==> config.mk <==
export PLATFORM = sky130hd
export DESIGN_NAME = cieb_top
export DESIGN_NICKNAME = d
export VERILOG_FILES = /design/src/shared/cieb_pkg.sv /design/src/cieb_fall_det.sv /design/src/cieb_top.sv
export VERILOG_INCLUDE_DIRS = /design/src /design/src/shared
export SDC_FILE = /design/constraint.sdc
export NUM_CORES = 1
export LEC_CHECK = 0
export ABC_AREA = 1
export BUFFER_PORTS_ARGS = -buffer_cell sky130_fd_sc_hd__clkbuf_2
export CORE_MARGIN = 10
export CORE_UTILIZATION = 50
export DETAILED_ROUTE_END_ITERATION = 12
export PLACE_DENSITY = 0.84
export REMOVE_ABC_BUFFERS = 1
export SYNTH_ARGS = -nofsm -noshare
export SYNTH_HDL_FRONTEND = slang
export SYNTH_HIERARCHICAL = 1
export SYNTH_SLANG_ARGS = --single-unit
==> constraint.sdc <==
create_clock -name CLOCK_I -period 2.8 [get_ports CLOCK_I]
set_input_delay 0.28 -clock CLOCK_I [delete_from_list [all_inputs] [get_ports CLOCK_I]]
set_output_delay 0.28 -clock CLOCK_I [all_outputs]
set_load 0.02 [all_outputs]
==> src/shared/cieb_defs.svh <==
`ifndef CIEB_DEFS_SVH
`define CIEB_DEFS_SVH

// register offsets
`define CIEB_ENABLE_OFFS     12'h36c
`define CIEB_STATUS_OFFS     12'h368
`define CIEB_ADDR_W          12
`define CIEB_DATA_W          32

// enable and status bit positions
`define CIEB_BIT_FRAME_TIMER 29
`define CIEB_BIT_FRAME_TRIG  28
`define CIEB_BIT_ADC_B       25
`define CIEB_BIT_ADC_A       24
`define CIEB_BIT_DAC_B       17
`define CIEB_BIT_DAC_A       16
`define CIEB_BIT_IN_COUNT    12
`define CIEB_BIT_IN_DMA      8
`define CIEB_BIT_OUT_COUNT   4
`define CIEB_BIT_OUT_DMA     0

// termination cause field in the status register
`define CIEB_CAUSE_LSB       9
`define CIEB_CAUSE_MSB       10

// writable masks and reset values
`define CIEB_MASK_FULL       32'h3303_1111
`define CIEB_MASK_REDUCED    32'h3101_1111
`define CIEB_ENABLE_RESET    32'h0000_0000
`define CIEB_STATUS_RESET    32'h0000_0000

`endif

==> src/shared/cieb_pkg.sv <==
package cieb_pkg;

  // register access request from the host side
  typedef struct packed {
    logic        wr;
    logic        rd;
    logic [11:0] addr;
    logic [31:0] wdata;
  } cieb_reg_req_t;

  // event sources, pulses unless noted
  typedef struct packed {
    logic       frame_timer_expired;
    logic       frame_trigger_seen;
    logic       manual_mode;          // level
    logic       adc_a_converting;     // level
    logic       adc_b_converting;     // level
    logic       dac_a_settling;       // level
    logic       dac_b_settling;       // level
    logic       in_seq_count_done;
    logic       in_dma_buffer_end;
    logic [1:0] in_dma_end_cause;
    logic       out_seq_count_done;
    logic       out_dma_buffer_end;
  } cieb_events_t;

  // whole state of the top module
  typedef struct packed {
    logic [31:0] enable;
    logic [31:0] status;
    logic [1:0]  cause;
    logic        irq;
    logic [31:0] rdata;
    logic        rvalid;
  } cieb_state_t;

endpackage : cieb_pkg

==> src/cieb_fall_det.sv <==
module cieb_fall_det #(
  parameter int N = 4
) (
  input  wire logic         clk_i,
  input  wire logic         rst_i,
  input  wire logic [N-1:0] level_i,
  output logic      [N-1:0] fall_o
);
  import cieb_pkg::*;

  logic [N-1:0] prev_q;
  logic [N-1:0] prev_d;

  // previous level of each line
  always_comb
  begin
    prev_d = level_i;
  end

  always_ff @(posedge clk_i or posedge rst_i)
  begin
    if (rst_i)
    begin
      prev_q <= '0;
    end
    else
    begin
      prev_q <= prev_d;
    end
  end

  // one-cycle pulse when a line drops from one to zero
  for (genvar g = 0; g < N; g++)
  begin : g_fall
    assign fall_o[g] = prev_q[g] & ~level_i[g];
  end

endmodule : cieb_fall_det

==> src/cieb_top.sv <==
`include "cieb_defs.svh"

module cieb_top #(
  parameter bit REDUCED_CHANNELS = 1'b0
) (
  input  wire logic                   CLOCK_I,
  input  wire logic                   RST_I,
  input  wire cieb_pkg::cieb_reg_req_t REG_REQ_I,
  input  wire cieb_pkg::cieb_events_t  EVENTS_I,
  output logic [31:0]                 REG_RDATA_O,
  output logic                        REG_RVALID_O,
  output logic                        IRQ_O
);
  import cieb_pkg::*;

  localparam logic [31:0] WR_MASK = REDUCED_CHANNELS ? `CIEB_MASK_REDUCED : `CIEB_MASK_FULL;

  cieb_state_t s_q;
  cieb_state_t s_d;
  logic [3:0]  levels;
  logic [3:0]  falls;
  logic [31:0] ev_vec;
  logic [31:0] set_vec;
  logic        wr_en;
  logic        wr_st;

  // converter flags: 0 adc a, 1 adc b, 2 dac a, 3 dac b
  assign levels = {EVENTS_I.dac_b_settling, EVENTS_I.dac_a_settling,
                   EVENTS_I.adc_b_converting, EVENTS_I.adc_a_converting};

  cieb_fall_det #(
    .N (4)
  ) u_fall (
    .clk_i   (CLOCK_I),
    .rst_i   (RST_I),
    .level_i (levels),
    .fall_o  (falls)
  );

  assign wr_en = REG_REQ_I.wr && (REG_REQ_I.addr == `CIEB_ENABLE_OFFS);
  assign wr_st = REG_REQ_I.wr && (REG_REQ_I.addr == `CIEB_STATUS_OFFS);

  // event vector laid out on the enable bit positions
  always_comb
  begin
    ev_vec = '0;
    ev_vec[`CIEB_BIT_FRAME_TIMER] = EVENTS_I.frame_timer_expired;
    ev_vec[`CIEB_BIT_FRAME_TRIG]  = EVENTS_I.frame_trigger_seen;
    ev_vec[`CIEB_BIT_ADC_A]       = EVENTS_I.manual_mode & falls[0];
    ev_vec[`CIEB_BIT_ADC_B]       = EVENTS_I.manual_mode & falls[1];
    ev_vec[`CIEB_BIT_DAC_A]       = EVENTS_I.manual_mode & falls[2];
    ev_vec[`CIEB_BIT_DAC_B]       = EVENTS_I.manual_mode & falls[3];
    ev_vec[`CIEB_BIT_IN_COUNT]    = EVENTS_I.in_seq_count_done;
    ev_vec[`CIEB_BIT_IN_DMA]      = EVENTS_I.in_dma_buffer_end;
    ev_vec[`CIEB_BIT_OUT_COUNT]   = EVENTS_I.out_seq_count_done;
    ev_vec[`CIEB_BIT_OUT_DMA]     = EVENTS_I.out_dma_buffer_end;
  end

  // only the enable already stored may gate an event
  assign set_vec = ev_vec & s_q.enable & WR_MASK;

  // next state
  always_comb
  begin
    s_d = s_q;
    s_d.rvalid = 1'b0;
    if (wr_en)
    begin
      s_d.enable = REG_REQ_I.wdata & WR_MASK;
    end
    // disabling or writing one clears a status bit, a new event wins over both
    s_d.status = s_q.status & s_d.enable;
    if (wr_st)
    begin
      s_d.status = s_d.status & ~REG_REQ_I.wdata;
    end
    s_d.status = s_d.status | set_vec;
    if (set_vec[`CIEB_BIT_IN_DMA])
    begin
      s_d.cause = EVENTS_I.in_dma_end_cause;
    end
    s_d.irq = |s_d.status;
    // register reads answer one cycle later, unmapped reads give zero
    if (REG_REQ_I.rd)
    begin
      s_d.rvalid = 1'b1;
      s_d.rdata  = '0;
      if (REG_REQ_I.addr == `CIEB_ENABLE_OFFS)
      begin
        s_d.rdata = s_q.enable;
      end
      else if (REG_REQ_I.addr == `CIEB_STATUS_OFFS)
      begin
        s_d.rdata = s_q.status;
        s_d.rdata[`CIEB_CAUSE_MSB:`CIEB_CAUSE_LSB] = s_q.cause;
      end
    end
  end

  // state register
  always_ff @(posedge CLOCK_I or posedge RST_I)
  begin
    if (RST_I)
    begin
      s_q.enable <= `CIEB_ENABLE_RESET;
      s_q.status <= `CIEB_STATUS_RESET;
      s_q.cause  <= 2'h0;
      s_q.irq    <= 1'b0;
      s_q.rdata  <= 32'h0000_0000;
      s_q.rvalid <= 1'b0;
    end
    else
    begin
      s_q <= s_d;
    end
  end

  // outputs straight from the state register
  assign REG_RDATA_O  = s_q.rdata;
  assign REG_RVALID_O = s_q.rvalid;
  assign IRQ_O        = s_q.irq;

  // checks
  chk_frame_timer_set: assert property (@(posedge CLOCK_I) disable iff (RST_I)
    s_q.enable[`CIEB_BIT_FRAME_TIMER] && EVENTS_I.frame_timer_expired
    |=> s_q.status[`CIEB_BIT_FRAME_TIMER] && IRQ_O)
    else $error("frame timer event lost");

  chk_frame_trig_set: assert property (@(posedge CLOCK_I) disable iff (RST_I)
    s_q.enable[`CIEB_BIT_FRAME_TRIG] && EVENTS_I.frame_trigger_seen
    |=> s_q.status[`CIEB_BIT_FRAME_TRIG])
    else $error("frame trigger event lost");

  chk_adc_a_manual: assert property (@(posedge CLOCK_I) disable iff (RST_I)
    $rose(s_q.status[`CIEB_BIT_ADC_A])
    |-> $past(EVENTS_I.manual_mode && s_q.enable[`CIEB_BIT_ADC_A])
        && $past(EVENTS_I.adc_a_converting, 2) && !$past(EVENTS_I.adc_a_converting))
    else $error("adc a done set without enabled manual falling edge");

  chk_dac_a_settle: assert property (@(posedge CLOCK_I) disable iff (RST_I)
    s_q.enable[`CIEB_BIT_DAC_A] && EVENTS_I.manual_mode && falls[2]
    |=> s_q.status[`CIEB_BIT_DAC_A])
    else $error("dac a settled event lost");

  chk_reduced_inert: assert property (@(posedge CLOCK_I) disable iff (RST_I)
    REDUCED_CHANNELS |-> !s_q.enable[`CIEB_BIT_ADC_B] && !s_q.enable[`CIEB_BIT_DAC_B]
                         && !s_q.status[`CIEB_BIT_ADC_B] && !s_q.status[`CIEB_BIT_DAC_B])
    else $error("reserved channel b bit active on reduced build");

  chk_in_count_set: assert property (@(posedge CLOCK_I) disable iff (RST_I)
    (s_q.enable[`CIEB_BIT_IN_COUNT] && EVENTS_I.in_seq_count_done |=> s_q.status[`CIEB_BIT_IN_COUNT])
    and ($rose(s_q.status[`CIEB_BIT_IN_COUNT]) |-> $past(EVENTS_I.in_seq_count_done)))
    else $error("input count status does not follow its event");

  chk_out_count_set: assert property (@(posedge CLOCK_I) disable iff (RST_I)
    (s_q.enable[`CIEB_BIT_OUT_COUNT] && EVENTS_I.out_seq_count_done |=> s_q.status[`CIEB_BIT_OUT_COUNT])
    and ($rose(s_q.status[`CIEB_BIT_OUT_COUNT]) |-> $past(EVENTS_I.out_seq_count_done)))
    else $error("output count status does not follow its event");

  chk_out_dma_set: assert property (@(posedge CLOCK_I) disable iff (RST_I)
    (s_q.enable[`CIEB_BIT_OUT_DMA] && EVENTS_I.out_dma_buffer_end |=> s_q.status[`CIEB_BIT_OUT_DMA])
    and ($rose(s_q.status[`CIEB_BIT_OUT_DMA]) |-> $past(EVENTS_I.out_dma_buffer_end)))
    else $error("output dma end status does not follow its event");

  chk_dma_cause: assert property (@(posedge CLOCK_I) disable iff (RST_I)
    s_q.enable[`CIEB_BIT_IN_DMA] && EVENTS_I.in_dma_buffer_end
    |=> s_q.status[`CIEB_BIT_IN_DMA] && (s_q.cause == $past(EVENTS_I.in_dma_end_cause)))
    else $error("input dma end cause not recorded");

  chk_enable_write: assert property (@(posedge CLOCK_I) disable iff (RST_I)
    wr_en |=> s_q.enable == ($past(REG_REQ_I.wdata) & WR_MASK))
    else $error("enable register write not stored");

  chk_prior_enable: assert property (@(posedge CLOCK_I) disable iff (RST_I)
    ##1 ((s_q.status & ~$past(s_q.status)) & ~$past(s_q.enable)) == 32'h0000_0000)
    else $error("status set while enable was clear");

  chk_disable_clears: assert property (@(posedge CLOCK_I) disable iff (RST_I)
    wr_en && (set_vec == 32'h0000_0000)
    |=> (s_q.status & ~s_q.enable) == 32'h0000_0000)
    else $error("disabled source kept its status bit");

  chk_irq_level: assert property (@(posedge CLOCK_I) disable iff (RST_I)
    ##1 IRQ_O == (s_q.status != 32'h0000_0000))
    else $error("interrupt output disagrees with status");

  chk_reserved_read: assert property (@(posedge CLOCK_I) disable iff (RST_I)
    REG_REQ_I.rd && (REG_REQ_I.addr == `CIEB_ENABLE_OFFS)
    |=> REG_RVALID_O && ((REG_RDATA_O & ~WR_MASK) == 32'h0000_0000))
    else $error("reserved enable bits read nonzero");

  chk_adc_b_done: assert property (@(posedge CLOCK_I) disable iff (RST_I)
    !REDUCED_CHANNELS && s_q.enable[`CIEB_BIT_ADC_B] && EVENTS_I.manual_mode && falls[1]
    |=> s_q.status[`CIEB_BIT_ADC_B])
    else $error("adc b done event lost");

  chk_dac_b_settle: assert property (@(posedge CLOCK_I) disable iff (RST_I)
    !REDUCED_CHANNELS && s_q.enable[`CIEB_BIT_DAC_B] && EVENTS_I.manual_mode && falls[3]
    |=> s_q.status[`CIEB_BIT_DAC_B])
    else $error("dac b settled event lost");

  chk_cause_hold: assert property (@(posedge CLOCK_I) disable iff (RST_I)
    !set_vec[`CIEB_BIT_IN_DMA] |=> $stable(s_q.cause))
    else $error("termination cause changed without a buffer end");

  chk_read_answer: assert property (@(posedge CLOCK_I) disable iff (RST_I)
    ##1 REG_RVALID_O == $past(REG_REQ_I.rd))
    else $error("read answer strobe out of step with the request");

endmodule : cieb_top

# Word-level counts from Yosys, hierarchy flattened
# Cells that the tools add are included.
[totals] reg_bits=104 inputBits=61 output_inout_bits=34 wordCells=34
[classes] eq_ne=2 mux=5 n_bitwise=17 reduce_logical=3
[op_table] op="$mux W32" count=4
[op_table] op="$and A32 B32 Y32" count=2
[op_table] op="$not A32 Y32" count=1
[op_table] op="$or A32 B30 Y32" count=1
[op_table] op="$reduce_or A32 Y1" count=1
[op_table] op="$and A30 B30 Y30" count=1
[op_table] op="$eq A12 B10 Y1 const B" count=2
[op_table] op="$and A1 B1 Y1" count=8
[op_table] op="$not A1 Y1" count=4
[op_table] op="$logic_and A1 B1 Y1" count=2
[op_table] op="$mux W1" count=1

# Logic depth before layout (Yosys ltp)
[depth] ltp_word=8 depth_mapped=15 mapped_depth_nobuf=13

# Cells and area by module
# The synthesis kept the hierarchy.
[by_module_without_submodules] mod="cieb_top" n_inst=1 cells_per_inst=572 area_per_inst_um2=4804.6 seq_area_each_um2=2502.4
[by_module_without_submodules] mod="cieb_fall_det" n_inst=1 cells_per_inst=13 area_per_inst_um2=143.9 seq_area_each_um2=100.1

# Worst setup path after synthesis
# Ideal clock, no wire load.
[synth_timing] path_type="in2reg" start="input port REG_REQ_I[43] (netlist bit)" end="register s_q, in the netlist IRQ_O" setup_ns=0.125 arrival_time_ns=1.376 required_time_ns=2.675 setup_slack_ns=1.299 cell_stages=14 cell_sequence="nor2_2 -> nand2_2 -> nor2_4 -> buf_6 -> buf_12 -> nand4_1 -> nand2_1 -> inv_1 -> nand2_1 -> nand2_2 -> nor2_1 -> nand2_1 -> nor2_1 -> nand3_1"
[synth_rtl] element="from (decl)" line_no="cieb_top.sv:8" text="input wire cieb_pkg::cieb_reg_req_t REG_REQ_I,"
[synth_rtl] element="to (decl)" line_no="cieb_top.sv:18" text="cieb_state_t s_q;"

==> results.json <==
{
  "dp_slack_ns": 0.667,
  "yosysMostFrequentCell": "dfrtp_1",
  "antenna_left": 0,
  "p_per_area_mw_per_mm2": 512,
  "final-seq-area_mm2": 0.00260,
  "max_stage_delay_ns": 0.39,
  "avgSynthCellArea_um2": 8.46,
  "drtPass1Iterations": 4,
  "initial_core_util_pct": 50.9,
  "cp_max_fo": 33,
  "cp_common_cell": "nand2_1",
  "timing.rr.end": "IRQ_O$_DFF_PP0_",
  "post_cts_buffers": 0,
  "grt_max_degree": 53,
  "hold_path_depth": 1,
  "die_w_um": 119,
  "portBuffers": 94,
  "first_iter_violations": 356,
  "gp_congestion": 0.791,
  "die_area_mm2": 0.0143,
  "syn_to_final_growth_pct": 11.1,
  "yosysWarningCount": 6,
  "synth_area_leaders": "dfrtp_1 53%, nor2_1 7.4%, nand2_1 6.6%, inv_1 6.3%, nand3_1 5.4%",
  "p_total_w": 0.00281,
  "outcome": "finished clean",
  "nets": 700,
  "wirelength_um": 12300,
  "die_h_um": 119,
  "cts-resized-gates": 0,
  "r2r_cells": 8,
  "timing.slew.headroom_pct": 46.0,
  "critPathLaunchType": "input port",
  "netlist_area_mm2": 0.00495,
  "fmaxAchievable_mhz": 568,
  "grt_pass1_vias": 4135,
  "num_vias": 3968,
  "grt_pass1_wl_um": 20300,
  "end_kind": "register",
  "ys_async_sr_fraction_pct": 100,
  "critPathKind": "input port to register",
  "period_needed_ns": 1.76,
  "cts_root_buf": "clkbuf_8",
  "numCtsBuffers": 9,
  "num_antenna_cells": 0,
  "drc": 0,
  "yosys-top-cells-count": "104 x dfrtp_1, 97 x nor2_1, 87 x nand2_1",
  "slowest_stage": "nand3_4",
  "worst_ep_arrival_time_ns": 2.00,
  "hold_path.class": "input port to register",
  "fin_hold_ws_ns": 0.0331,
  "cts_tree": "done",
  "crit_required_ns": 3.04,
  "drive_gt1_share_pct": 23.1,
  "cp_cell_sequence": "clkbuf_2, nor2_2, nand2_2, nor2_4, nand3_4, nand2_1, o21ai_2, nand2_1, nand2_2, nor2_1, nand2_1, nor2_1, nand3_1",
  "multi_input_area_mm2": 0.00162,
  "via_per_inst": 5.11,
  "rsz0062_at_grt": "false",
  "stdcell_area_mm2": 0.00550,
  "htreeDepth": 3,
  "antenna_found_initial": 0,
  "grt.total_usage_pct": 17.2,
  "ys_seq_area_share_pct": 52.6,
  "synth_cell_types": 25,
  "yosysTopAreaCellShare_pct": 52.6,
  "syn_inst": 585,
  "place_inst": 760,
  "vdd.ir_drop.worst_uv": 335,
  "clk_latency_ns": 0.38,
  "rows": 36,
  "finalSetupViolCount": 0,
  "fill_cells": 913,
  "clock-sinks": 104,
  "hold_end": "u_fall/prev_q[2]$_DFF_PP0_",
  "p_leak_nw": 2.97,
  "worst_slack_ns": 1.04,
  "placed_cell_area_mm2": 0.00528,
  "hpwl_um": 8760,
  "period_share_pct": 62.8,
  "grt-ovfl-total": 0,
  "cts_buffer_depth": 2,
  "hold_viol": 0,
  "clkTransAtPathRegs_ns": 0.10,
  "drv_cap": 0,
  "synth_area_leader_cell": "dfrtp_1",
  "ff2ff_setup_slack_ns": 1.51,
  "ys.flop_type": "dfrtp_1",
  "tightest_slew_ns": 0.808,
  "r2r_start": "s_q[97]$_DFF_PP0_",
  "wire_per_inst_um": 15.8,
  "synth_seq_cells": 104,
  "final_cells": 777,
  "slew_violations": 0,
  "final.setup_skew_ns": 0.0158,
  "ioPinCount": 95,
  "core_area_mm2": 0.00973,
  "min_from": "EVENTS_I[7]",
  "synth_edf_count": 0
}
-- worst max-delay path by stage --
| stage | slack, ns | startpoint | to |
|---|---|---|---|
| 6_report | 1.04 | REG_REQ_I[43] | IRQ_O$_DFF_PP0_ |
| 2_1_floorplan | -0.1 | RST_I | IRQ_O$_DFF_PP0_ |
| 5_1_grt | 0.90 | REG_REQ_I[41] | IRQ_O$_DFF_PP0_ |
| 3_3_place_gp | 0.74 | REG_REQ_I[43] | IRQ_O$_DFF_PP0_ |
| 3_5_place_dp | 0.67 | REG_REQ_I[43] | IRQ_O$_DFF_PP0_ |
| 4_1_cts | 1.06 | REG_REQ_I[43] | IRQ_O$_DFF_PP0_ |
-- cell type report --
class	instances	area share, %
clock buffer	10	2.50
inverter	85	5.85
sequential	104	47.3
tap	133	3.03
clock inverter	6	1.37
timing repair buffer	104	10.4
multi-input combinational	335	29.5
-- logic make-up after synthesis --
kind of cell    after synthesis  share of synthesized area, %
simple gates                293                          27.1
compound gates               40                          5.21
mux                           2                         0.455
flops                       104                          52.6
buf+inv                     146                          14.7
-- sequential cells by signal, indices dropped and copies added, names as in the netlist --
| signal | flops |
|---|---|
| s_q | 66 |
| REG_RDATA_O | 32 |
| u_fall/prev_q | 4 |
| IRQ_O | 1 |
| REG_RVALID_O | 1 |
-- per-stage QoR --
step	utilization, %	TNS [ns]
after floorplan	-	-9.88
after global placement	54.2	0
after detailed placement	54.2	0
after CTS	56.5	0
after global routing	56.5	0
final	56.5	0
-- critical path: cells and delay by family --
family	cells	cell delay [ns]
AND/OR/NAND/NOR	11	1.53
buffers and inverters	1	0.09
AO/OA/AOI/OAI	1	0.08
-- power breakdown --
part           switching, W  internal [W]  total, W
combinational      0.000172     0.0000901  0.000262
clock              0.000539      0.000450  0.000989
sequential        0.0000228       0.00154   0.00156
total              0.000733       0.00208   0.00281
-- metal layers --
metal | global-route usage, % | vias to the layer above | routed length (µm) | part of all wire (%)
met5 | 0 | - | 0 | 0
met4 | 5.28 | 0 | 191 | 1.6
li1 | - | 1936 | - | -
met1 | 20.8 | 1887 | 5120 | 42
met2 | 29.9 | 125 | 6270 | 51
met3 | 4.02 | 20 | 724 | 5.9
-- placed cells by master, fill, tap and decap left out, drive strengths merged --
cell type    netlist  layout
inv               84      86
nor2             104     104
nand3             54      54
buf               52       9
bufinv             0       1
nand2             98      98
clkinvlp           0       1
o21a               1       1
dlygate4sd3        0       1
dfrtp            104     104
nand4             37      37
a21oi              3       3
clkbuf             9     104
o21ai              4       4
mux2               2       2
a31oi             32      32
clkinv             1       3
-- repair_timing --
action                                 in CTS  in global routing
setup endpoints to repair                   0                  0
endpoints found under the hold margin       4                  0
hold buffers                                1                  0
(Power assumes the default switching activity.)
